--- src/clk_rst_pkg.sv ---
// Package: constants, types and decode function of the clock and reset generator
package clk_rst_pkg;
    // Mode and clock control register
    localparam logic [7:0] MODE_ADDR = 8'hEB;
    localparam logic [7:0] MODE_RST = 8'hE0;
    localparam int HALVE_BIT = 5;
    localparam int PRESC_LSB = 2;
    localparam int PRESC_W = 3;
    // Reset exit delay and strobe divider, in oscillator periods
    localparam logic [6:0] EXIT_PERIODS = 7'h43;
    localparam logic [3:0] AS_HALF_LAST = 4'hF;
    // Defaults of registers held elsewhere in the device
    localparam logic [7:0] CIC_RST = 8'h87;
    localparam logic [7:0] WDC_RST = 8'h7F;
    localparam logic [7:0] WDT_CTRL_RST = 8'h12;
    // Reset vector locations
    localparam logic [15:0] VEC_HI_ADDR = 16'h0000;
    localparam logic [15:0] VEC_LO_ADDR = 16'h0001;

    typedef struct packed {
        logic halve;
        logic [PRESC_W-1:0] presc;
    } clk_cfg_t;

    typedef struct packed {
        logic [7:0] core_interrupt_control;
        logic [7:0] watchdog_control;
        logic [7:0] watchdog_timer_control;
    } reg_init_t;

    localparam reg_init_t REG_INIT = '{CIC_RST, WDC_RST, WDT_CTRL_RST};

    typedef enum logic [2:0] {
        V_IDLE = 3'b000,
        V_RD0 = 3'b001,
        V_RD1 = 3'b010,
        V_LOAD = 3'b011,
        V_RUN = 3'b100
    } vec_state_t;

    // Split the mode register into its clock fields
    function automatic clk_cfg_t decode_mode(input logic [7:0] v);
        clk_cfg_t c;
        c.halve = v[HALVE_BIT];
        c.presc = v[PRESC_LSB +: PRESC_W];
        return c;
    endfunction : decode_mode
endpackage : clk_rst_pkg

--- src/core_prescaler.sv ---
// Core clock prescaler with high-phase stretching
`timescale 1ns/100ps
`default_nettype none
module core_prescaler
    import clk_rst_pkg::*;
(
    input wire logic clk_sys,
    input wire logic srst,
    input wire logic periph_clk,
    input wire logic periph_rise,
    input wire logic [PRESC_W-1:0] presc,
    input wire logic stretch,
    output logic core_clk
);
    logic [PRESC_W-1:0] ratio_reg;
    logic [PRESC_W-1:0] ratio_next;
    logic [PRESC_W-1:0] cnt_reg;
    logic [PRESC_W-1:0] cnt_next;
    logic core_reg;
    logic core_next;

    // Count peripheral periods; count zero is the single low period
    always_comb begin
        ratio_next = ratio_reg;
        cnt_next = cnt_reg;
        if (periph_rise) begin
            if (stretch && cnt_reg != '0) begin
                cnt_next = cnt_reg;
            end else if (cnt_reg >= ratio_reg) begin
                cnt_next = '0;
                ratio_next = presc;
            end else begin
                cnt_next = cnt_reg + 1'b1;
            end
        end
        if (ratio_next == '0) begin
            core_next = periph_clk | (stretch & core_reg);
        end else begin
            core_next = (cnt_next != '0);
        end
    end

    always_ff @(posedge clk_sys) begin
        if (srst) begin
            ratio_reg <= '0;
            cnt_reg <= '0;
            core_reg <= 1'b1;
        end else begin
            ratio_reg <= ratio_next;
            cnt_reg <= cnt_next;
            core_reg <= core_next;
        end
    end

    assign core_clk = core_reg;
endmodule : core_prescaler
`default_nettype wire

--- src/reset_sequencer.sv ---
// Reset pin synchroniser, watchdog reset and reset exit delay
`timescale 1ns/100ps
`default_nettype none
module reset_sequencer
    import clk_rst_pkg::*;
(
    input wire logic clk_sys,
    input wire logic srst,
    input wire logic reset_pin_n,
    input wire logic wdog_expire,
    input wire logic osc_rise,
    output logic in_reset
);
    logic pin_s1_reg;
    logic pin_s2_reg;
    logic rst_reg;
    logic rst_next;
    logic [6:0] cnt_reg;
    logic [6:0] cnt_next;

    // Enter on low pin or watchdog; leave after the exit delay
    always_comb begin
        rst_next = rst_reg;
        cnt_next = cnt_reg;
        if (!pin_s2_reg || wdog_expire) begin
            rst_next = 1'b1;
            cnt_next = '0;
        end else if (rst_reg && osc_rise) begin
            if (cnt_reg == EXIT_PERIODS - 7'h01) begin
                rst_next = 1'b0;
                cnt_next = '0;
            end else begin
                cnt_next = cnt_reg + 1'b1;
            end
        end
    end

    // Two-stage pin synchroniser and state
    always_ff @(posedge clk_sys) begin
        if (srst) begin
            pin_s1_reg <= 1'b0;
            pin_s2_reg <= 1'b0;
            rst_reg <= 1'b1;
            cnt_reg <= '0;
        end else begin
            pin_s1_reg <= reset_pin_n;
            pin_s2_reg <= pin_s1_reg;
            rst_reg <= rst_next;
            cnt_reg <= cnt_next;
        end
    end

    assign in_reset = rst_reg;
endmodule : reset_sequencer
`default_nettype wire

--- src/clock_and_reset_generator.sv ---
// Clock and reset generator top: clocks, halt, reset strobes and vector fetch
`timescale 1ns/100ps
`default_nettype none
module clock_and_reset_generator
    import clk_rst_pkg::*;
#(
    parameter logic ROMLESS = 1'b0
) (
    input wire logic clk_sys,
    input wire logic srst,
    input wire logic osc_input_pin,
    output logic osc_output_pin,
    input wire logic reset_pin_n,
    input wire logic watchdog_enable_bit,
    input wire logic watchdog_expired,
    input wire logic halt_req,
    input wire logic mem_wait_req,
    input wire logic bus_req,
    input wire logic wfi_req,
    input wire logic [7:0] reg_addr,
    input wire logic reg_wr,
    input wire logic [7:0] reg_wdata,
    output logic [7:0] reg_rdata,
    output logic oscillator_clock,
    output logic divided_clock,
    output logic peripheral_clock,
    output logic core_clock,
    output logic sys_reset,
    output reg_init_t reg_init,
    input wire logic bus_as_n,
    input wire logic bus_ds_n,
    input wire logic bus_rw_n,
    output logic address_strobe_n,
    output logic data_strobe_n,
    input wire logic read_write_in,
    output logic read_write_out,
    output logic read_write_oe,
    output logic [15:0] pmem_addr,
    output logic pmem_rd,
    input wire logic [7:0] pmem_rdata,
    output logic exec_start,
    output logic [15:0] exec_addr,
    output logic ext_mem_mode
);
    ////////////////////////////////////////////////////////////////////////////
    // Declarations
    logic in_reset;
    logic [7:0] mode_reg;
    logic [7:0] mode_next;
    logic [7:0] rdata_reg;
    logic [7:0] rdata_next;
    clk_cfg_t cfg;
    logic osc_prev_reg;
    logic osc_clk_reg;
    logic osc_clk_next;
    logic osc_out_reg;
    logic osc_out_next;
    logic halted_reg;
    logic halted_next;
    logic osc_rise;
    logic div_reg;
    logic div_next;
    logic halve_act_reg;
    logic halve_act_next;
    logic periph_rise;
    logic stretch;
    logic wdog_expire;
    logic rw_prev_reg;
    logic rw_rise;
    logic [3:0] as_cnt_reg;
    logic [3:0] as_cnt_next;
    logic as_reg;
    logic as_next;
    logic ds_reg;
    logic ds_next;
    logic rw_out_reg;
    logic rw_oe_reg;
    vec_state_t vstate_reg;
    vec_state_t vstate_next;
    logic [15:0] paddr_reg;
    logic [15:0] paddr_next;
    logic [7:0] vhi_reg;
    logic [7:0] vhi_next;
    logic [15:0] eaddr_reg;
    logic [15:0] eaddr_next;
    logic estart_reg;
    logic estart_next;
    logic ext_mode_reg;

    ////////////////////////////////////////////////////////////////////////////
    // Reset sources
    // Watchdog expiry only counts while the watchdog is on; pin never driven
    assign wdog_expire = watchdog_expired & watchdog_enable_bit;

    reset_sequencer u_reset_sequencer (
        .clk_sys(clk_sys),
        .srst(srst),
        .reset_pin_n(reset_pin_n),
        .wdog_expire(wdog_expire),
        .osc_rise(osc_rise),
        .in_reset(in_reset)
    );

    assign sys_reset = in_reset;
    assign reg_init = REG_INIT;

    ////////////////////////////////////////////////////////////////////////////
    // Mode and clock control register
    assign cfg = decode_mode(mode_reg);

    // Write port and registered read port
    always_comb begin
        mode_next = mode_reg;
        if (in_reset) begin
            mode_next = MODE_RST;
        end else if (reg_wr && reg_addr == MODE_ADDR) begin
            mode_next = reg_wdata;
        end
        rdata_next = (reg_addr == MODE_ADDR) ? mode_reg : 8'h00;
    end

    always_ff @(posedge clk_sys) begin
        if (srst) begin
            mode_reg <= MODE_RST;
            rdata_reg <= 8'h00;
        end else begin
            mode_reg <= mode_next;
            rdata_reg <= rdata_next;
        end
    end

    assign reg_rdata = rdata_reg;

    ////////////////////////////////////////////////////////////////////////////
    // Oscillator and halt
    assign osc_rise = osc_input_pin & ~osc_prev_reg & ~halted_reg;

    // Halt stops the oscillator unless the watchdog is on; reset restarts it
    always_comb begin
        halted_next = halted_reg;
        if (in_reset) begin
            halted_next = 1'b0;
        end else if (halt_req && !watchdog_enable_bit) begin
            halted_next = 1'b1;
        end
        osc_clk_next = halted_next ? 1'b1 : osc_input_pin;
        osc_out_next = halted_next ? 1'b0 : ~osc_input_pin;
    end

    always_ff @(posedge clk_sys) begin
        if (srst) begin
            osc_prev_reg <= 1'b0;
            halted_reg <= 1'b0;
            osc_clk_reg <= 1'b0;
            osc_out_reg <= 1'b0;
        end else begin
            osc_prev_reg <= osc_input_pin;
            halted_reg <= halted_next;
            osc_clk_reg <= osc_clk_next;
            osc_out_reg <= osc_out_next;
        end
    end

    assign oscillator_clock = osc_clk_reg;
    assign osc_output_pin = osc_out_reg;

    ////////////////////////////////////////////////////////////////////////////
    // Divide by two; the halve setting is taken just before a rising edge
    always_comb begin
        halve_act_next = halve_act_reg;
        if (osc_rise && !div_reg) begin
            halve_act_next = cfg.halve;
        end
        if (halve_act_reg) begin
            div_next = osc_rise ? ~div_reg : div_reg;
        end else begin
            div_next = osc_clk_next;
        end
    end

    always_ff @(posedge clk_sys) begin
        if (srst) begin
            halve_act_reg <= 1'b1;
            div_reg <= 1'b0;
        end else begin
            halve_act_reg <= halve_act_next;
            div_reg <= div_next;
        end
    end

    assign periph_rise = div_next & ~div_reg;
    assign divided_clock = div_reg;
    assign peripheral_clock = div_reg;

    ////////////////////////////////////////////////////////////////////////////
    // Core clock; peripherals never see the prescaler
    assign stretch = mem_wait_req | bus_req | wfi_req | (ROMLESS & pmem_rd);

    core_prescaler u_core_prescaler (
        .clk_sys(clk_sys),
        .srst(srst),
        .periph_clk(div_reg),
        .periph_rise(periph_rise),
        .presc(cfg.presc),
        .stretch(stretch),
        .core_clk(core_clock)
    );

    ////////////////////////////////////////////////////////////////////////////
    // Bus strobes; in reset the address strobe is a slow phase reference
    assign rw_rise = read_write_in & ~rw_prev_reg;

    // A master edge on read/write restarts the local strobe phase
    always_comb begin
        as_cnt_next = as_cnt_reg;
        as_next = as_reg;
        if (in_reset) begin
            if (rw_rise) begin
                as_cnt_next = 4'h0;
                as_next = 1'b1;
            end else if (osc_rise) begin
                if (as_cnt_reg == AS_HALF_LAST) begin
                    as_cnt_next = 4'h0;
                    as_next = ~as_reg;
                end else begin
                    as_cnt_next = as_cnt_reg + 1'b1;
                end
            end
        end else begin
            as_cnt_next = 4'h0;
            as_next = bus_as_n;
        end
        if (in_reset) begin
            ds_next = 1'b0;
        end else if (vstate_reg == V_IDLE) begin
            ds_next = 1'b1;
        end else begin
            ds_next = bus_ds_n;
        end
    end

    always_ff @(posedge clk_sys) begin
        if (srst) begin
            rw_prev_reg <= 1'b1;
            as_cnt_reg <= 4'h0;
            as_reg <= 1'b1;
            ds_reg <= 1'b0;
            rw_out_reg <= 1'b1;
            rw_oe_reg <= 1'b0;
        end else begin
            rw_prev_reg <= read_write_in;
            as_cnt_reg <= as_cnt_next;
            as_reg <= as_next;
            ds_reg <= ds_next;
            rw_out_reg <= bus_rw_n;
            rw_oe_reg <= ~in_reset;
        end
    end

    assign address_strobe_n = as_reg;
    assign data_strobe_n = ds_reg;
    assign read_write_out = rw_out_reg;
    assign read_write_oe = rw_oe_reg;

    ////////////////////////////////////////////////////////////////////////////
    // Reset vector fetch; read data arrives one cycle after the address
    always_comb begin
        vstate_next = vstate_reg;
        paddr_next = paddr_reg;
        vhi_next = vhi_reg;
        eaddr_next = eaddr_reg;
        estart_next = 1'b0;
        if (in_reset) begin
            vstate_next = V_IDLE;
        end else begin
            unique case (vstate_reg)
                V_IDLE: begin
                    vstate_next = V_RD0;
                    paddr_next = VEC_HI_ADDR;
                end
                V_RD0: begin
                    vstate_next = V_RD1;
                    paddr_next = VEC_LO_ADDR;
                end
                V_RD1: begin
                    vstate_next = V_LOAD;
                    vhi_next = pmem_rdata;
                end
                V_LOAD: begin
                    vstate_next = V_RUN;
                    eaddr_next = {vhi_reg, pmem_rdata};
                    estart_next = 1'b1;
                end
                V_RUN: begin
                    vstate_next = V_RUN;
                end
                default: begin
                    vstate_next = V_IDLE;
                end
            endcase
        end
    end

    always_ff @(posedge clk_sys) begin
        if (srst) begin
            vstate_reg <= V_IDLE;
            paddr_reg <= 16'h0000;
            vhi_reg <= 8'h00;
            eaddr_reg <= 16'h0000;
            estart_reg <= 1'b0;
            ext_mode_reg <= 1'b0;
        end else begin
            vstate_reg <= vstate_next;
            paddr_reg <= paddr_next;
            vhi_reg <= vhi_next;
            eaddr_reg <= eaddr_next;
            estart_reg <= estart_next;
            ext_mode_reg <= in_reset ? 1'b0 : ROMLESS;
        end
    end

    assign pmem_rd = (vstate_reg == V_RD0) || (vstate_reg == V_RD1);
    assign pmem_addr = paddr_reg;
    assign exec_start = estart_reg;
    assign exec_addr = eaddr_reg;
    assign ext_mem_mode = ext_mode_reg;
endmodule : clock_and_reset_generator
`default_nettype wire

--- config.mk ---
export PLATFORM = sky130hd
export DESIGN_NAME = clock_and_reset_generator
export DESIGN_NICKNAME = d
export VERILOG_FILES = /design/src/clk_rst_pkg.sv /design/src/core_prescaler.sv /design/src/reset_sequencer.sv /design/src/clock_and_reset_generator.sv
export SDC_FILE = /design/constraint.sdc
export NUM_CORES = 1
export LEC_CHECK = 0
export ABC_AREA = 1
export BUFFER_PORTS_ARGS = -buffer_cell sky130_fd_sc_hd__buf_2
export CAP_MARGIN = 10
export CORE_MARGIN = 2
export CORE_UTILIZATION = 54
export DETAILED_ROUTE_END_ITERATION = 8
export PLACE_DENSITY_LB_ADDON = 0.12
export SLEW_MARGIN = 10
export SYNTH_ARGS = -nofsm -noshare
export SYNTH_HDL_FRONTEND = slang
export SYNTH_SLANG_ARGS = --single-unit
export TNS_END_PERCENT = 10
--- constraint.sdc ---
create_clock -name clk_sys -period 2.7 [get_ports clk_sys]
set_clock_uncertainty 0.1 [all_clocks]
set_input_delay 0.54 -clock clk_sys [delete_from_list [all_inputs] [get_ports clk_sys]]
set_output_delay 0.54 -clock clk_sys [all_outputs]
set_load 0.03 [all_outputs]
==> results.tsv <==
stage	metric	value	unit
setup_path	cells along the critical path	buf_2, inv_2, nor2_2, nand2_2, inv_1, ha_1, or2_1, nand2_2, nand4_1, nand2_2, nand3_1, nand2_1, nand3_1	
clock_network	H-tree levels	3	
setup_path	worst path required time	2830	ps
grt	GRT Total Usage	18.51	%
drt	DRT iter0 DRCs	102	
yosys	library cells used by synthesis	33	
yosys	Mapped Cells	431	
clock_network	Max Root-Sink Buffers	2	
clock_network	number of CTS-inserted buffers	9	
final_layout	most common cell after layout, fill and taps aside	dfxtp_1	
sta	RSZ-0062 raised after global routing	no	
setup_path	crit path max fanout	5	
setup_path	CP endpoint kind	flop	
die	CORE AREA	0.005991	sq mm
outcome	outcome	finished clean	
job	max-cap violation count	0	
grt	initial antenna violation count	0	
die	Die Y	83.16	microns
sta	fmax	0.5141	GHz
drt	Routed Antenna Nets	0	
setup_path	crit path max-delay cell type	ha_1	
sta	final period utilization	72.04	%
yosys	Syn. warnings	0	
yosys	Yosys reg bits	77	
grt	first-pass GRT wire length	10540	microns
final_layout	Finished Cell Area	0.003867	sq mm
final_layout	fill cell count	560	
clock_network	CTS resizes	0	
placed_design	input/output buffers	75	
clock_network	Clk pin slew, worst setup/hold paths	80	ps
clock_network	root buf cell	clkbuf_8	
grt	vias in the first global route	2459	
final_layout	most frequent cells in the layout	dfxtp_1 (77), buf_2 (75), nor2_1 (55)	
setup_path	Top cell by count, worst path	nand2_2	
sta	Worst slew margin	64.83	%
yosys	sequential share of the synthesized area	45.56	%
drt	drt total wl	6378	microns
placed_design	routability cong.	0.8116	
sta	slew of the pin with the lowest slew margin	526.0	ps
yosys	Netlist Area Pre-Place	0.003383	sq mm
die	io pins	116	
drt	Wirelength per Cell	10.90	microns
clock_network	clk sinks	77	
final_layout	layout cell share with drive strength beyond 1	23.53	%
setup_path	CP bufs+invs	3	
min_path	Hold WC Path Type	in2reg	
drt	DR vias/cell	4.691	
clock_network	worst skew pair latency	340	ps
grt	largest net degree at the start of global routing	28	
power	Design Power	0.002565	W
sta	minimum clock period	1945	ps
die	Die W	83.16	microns
power	total leakage power	1.898	nW
setup_path	critical path's largest stage delay	300	ps
setup_path	delay-heaviest family, CP	simple AND/OR/NAND/NOR gates	
die	die footprint	0.006915	sq mm
sta	Final Hold Fails	0	
setup_path	critical path data arrival time	2080	ps
power	Worst VDD drop	443.5	uV
grt	global route total overflow	0	
drt	Pre-Repair DR Iteration Count	4	
final_layout	# nets final	554	
final_layout	Area growth syn-to-layout	14.31	%
die	FP Rows	28	
drt	DRC	0	
die	Initial Util	56.47	%
placed_design	dpl hpwl	4737	microns
yosys	syn avg cell area	7.850	sq um
setup_path	WS Path Type	in2reg	
sta	Slew Limit Fails	0	
clock_network	hold_buf cts	0	
clock_network	Post-CTS Setup Bufs	0	
final_layout	diode count	0	
sta	setup violators final	0	
final_layout	max reg flops	16	
placed_design	area of placed instances	0.003655	sq mm
sta	TNS Setup	0	ps
setup_path	CP Launch Type	primary input	
sta	Hold Slack	280.6	ps
power	Pwr per Cell Area	663.2	mW/mm^2
drt	via count	2744	
clock_network	CTS tree	done	
-- logic make-up (layout without fill, tap and decap cells) --
logic type	count (synthesis)	count (layout)	synth area share [%]
flip-flops	77	77	45.56
XOR/XNOR	1	1	0.2589
buffers and inverters	108	149	16.79
adder cells (fa/ha/maj)	9	9	3.328
other	2	40	0.2220
AO/OA/AOI/OAI	80	80	12.61
AND/OR/NAND/NOR	154	154	21.23
-- worst register-to-register path, delay by kind of cell (launching register included) --
kind	cells	cell delay, ps
and+or+nand+nor	9	1020
buffers and inverters	1	130
DFF	1	310
adders and majority gates	1	260
-- metrics by stage --
step           std cells  setup WS, ps  utilization (%)
2_1_floorplan        469         658.9                -
3_3_place_gp         570         478.9            61.01
3_5_place_dp         570         421.6            61.01
4_1_cts              585         765.4            64.56
5_1_grt              585         597.9            64.56
6_report             585         755.0            64.56
-- where the power goes --
part / internal (W) / switching, W / leakage, nW
clock: 0.000521 / 0.000416 / 0.103
combinational: 0.000132 / 0.000310 / 1.17
sequential: 0.00117 / 0.0000170 / 0.624
total: 0.00182 / 0.000743 / 1.90
-- worst paths after layout --
check	startpoint	end	slack (ps)	depth (start not counted)
setup / recovery	osc_input_pin	u_core_prescaler.core_clk	760	13
hold / removal	bus_rw_n	read_write_out	280	2
setup reg to reg	osc_prev_reg	u_core_prescaler.core_clk	790	11
hold reg to reg	u_reset_sequencer.pin_s1_reg	u_reset_sequencer.pin_s2_reg	300	2
-- Yosys cell counts (all sizes together) --
library cell  number  area, sq um
or2                3        18.77
buf               46        332.8
o22ai              1        6.260
nor4               1        6.260
nand4              6        37.54
xor2               1        8.760
o21a               1        7.510
a21oi             35        175.2
o21ai             34        170.2
o211ai             3        22.52
o21bai             1        7.510
a211oi             5        37.54
nand2             60        252.7
conb               2        7.510
nand3             18        112.6
ha                 9        112.6
dfxtp             77         1541
clkbuf             4        15.01
nor3               3        15.01
inv               58        220.2
nor4b              1        15.01
nor2              62        260.3
-- layout make-up --
| class | instances | area, sq um | share of cell area [%] |
|---|---|---|---|
| clock buffers | 10 | 127.6 | 3.300 |
| clock inverters | 5 | 85.08 | 2.200 |
| inverters | 58 | 220.2 | 5.694 |
| multi-input cells | 284 | 1416 | 36.62 |
| flip-flops and latches | 77 | 1541 | 39.86 |
| well taps | 75 | 93.84 | 2.426 |
| repair buffers | 76 | 382.9 | 9.900 |
-- routing by layer --
layer  wire length [microns]  global-route usage (%)  vias up
li1                        -                       -     1439
met1                    2813                   22.11     1221
met2                    3096                   31.96       78
met3                     408                   5.666        6
met4                      59                   5.514        0
met5                       0                       0        -
Note: power is estimated with default switching activity, not from simulation.
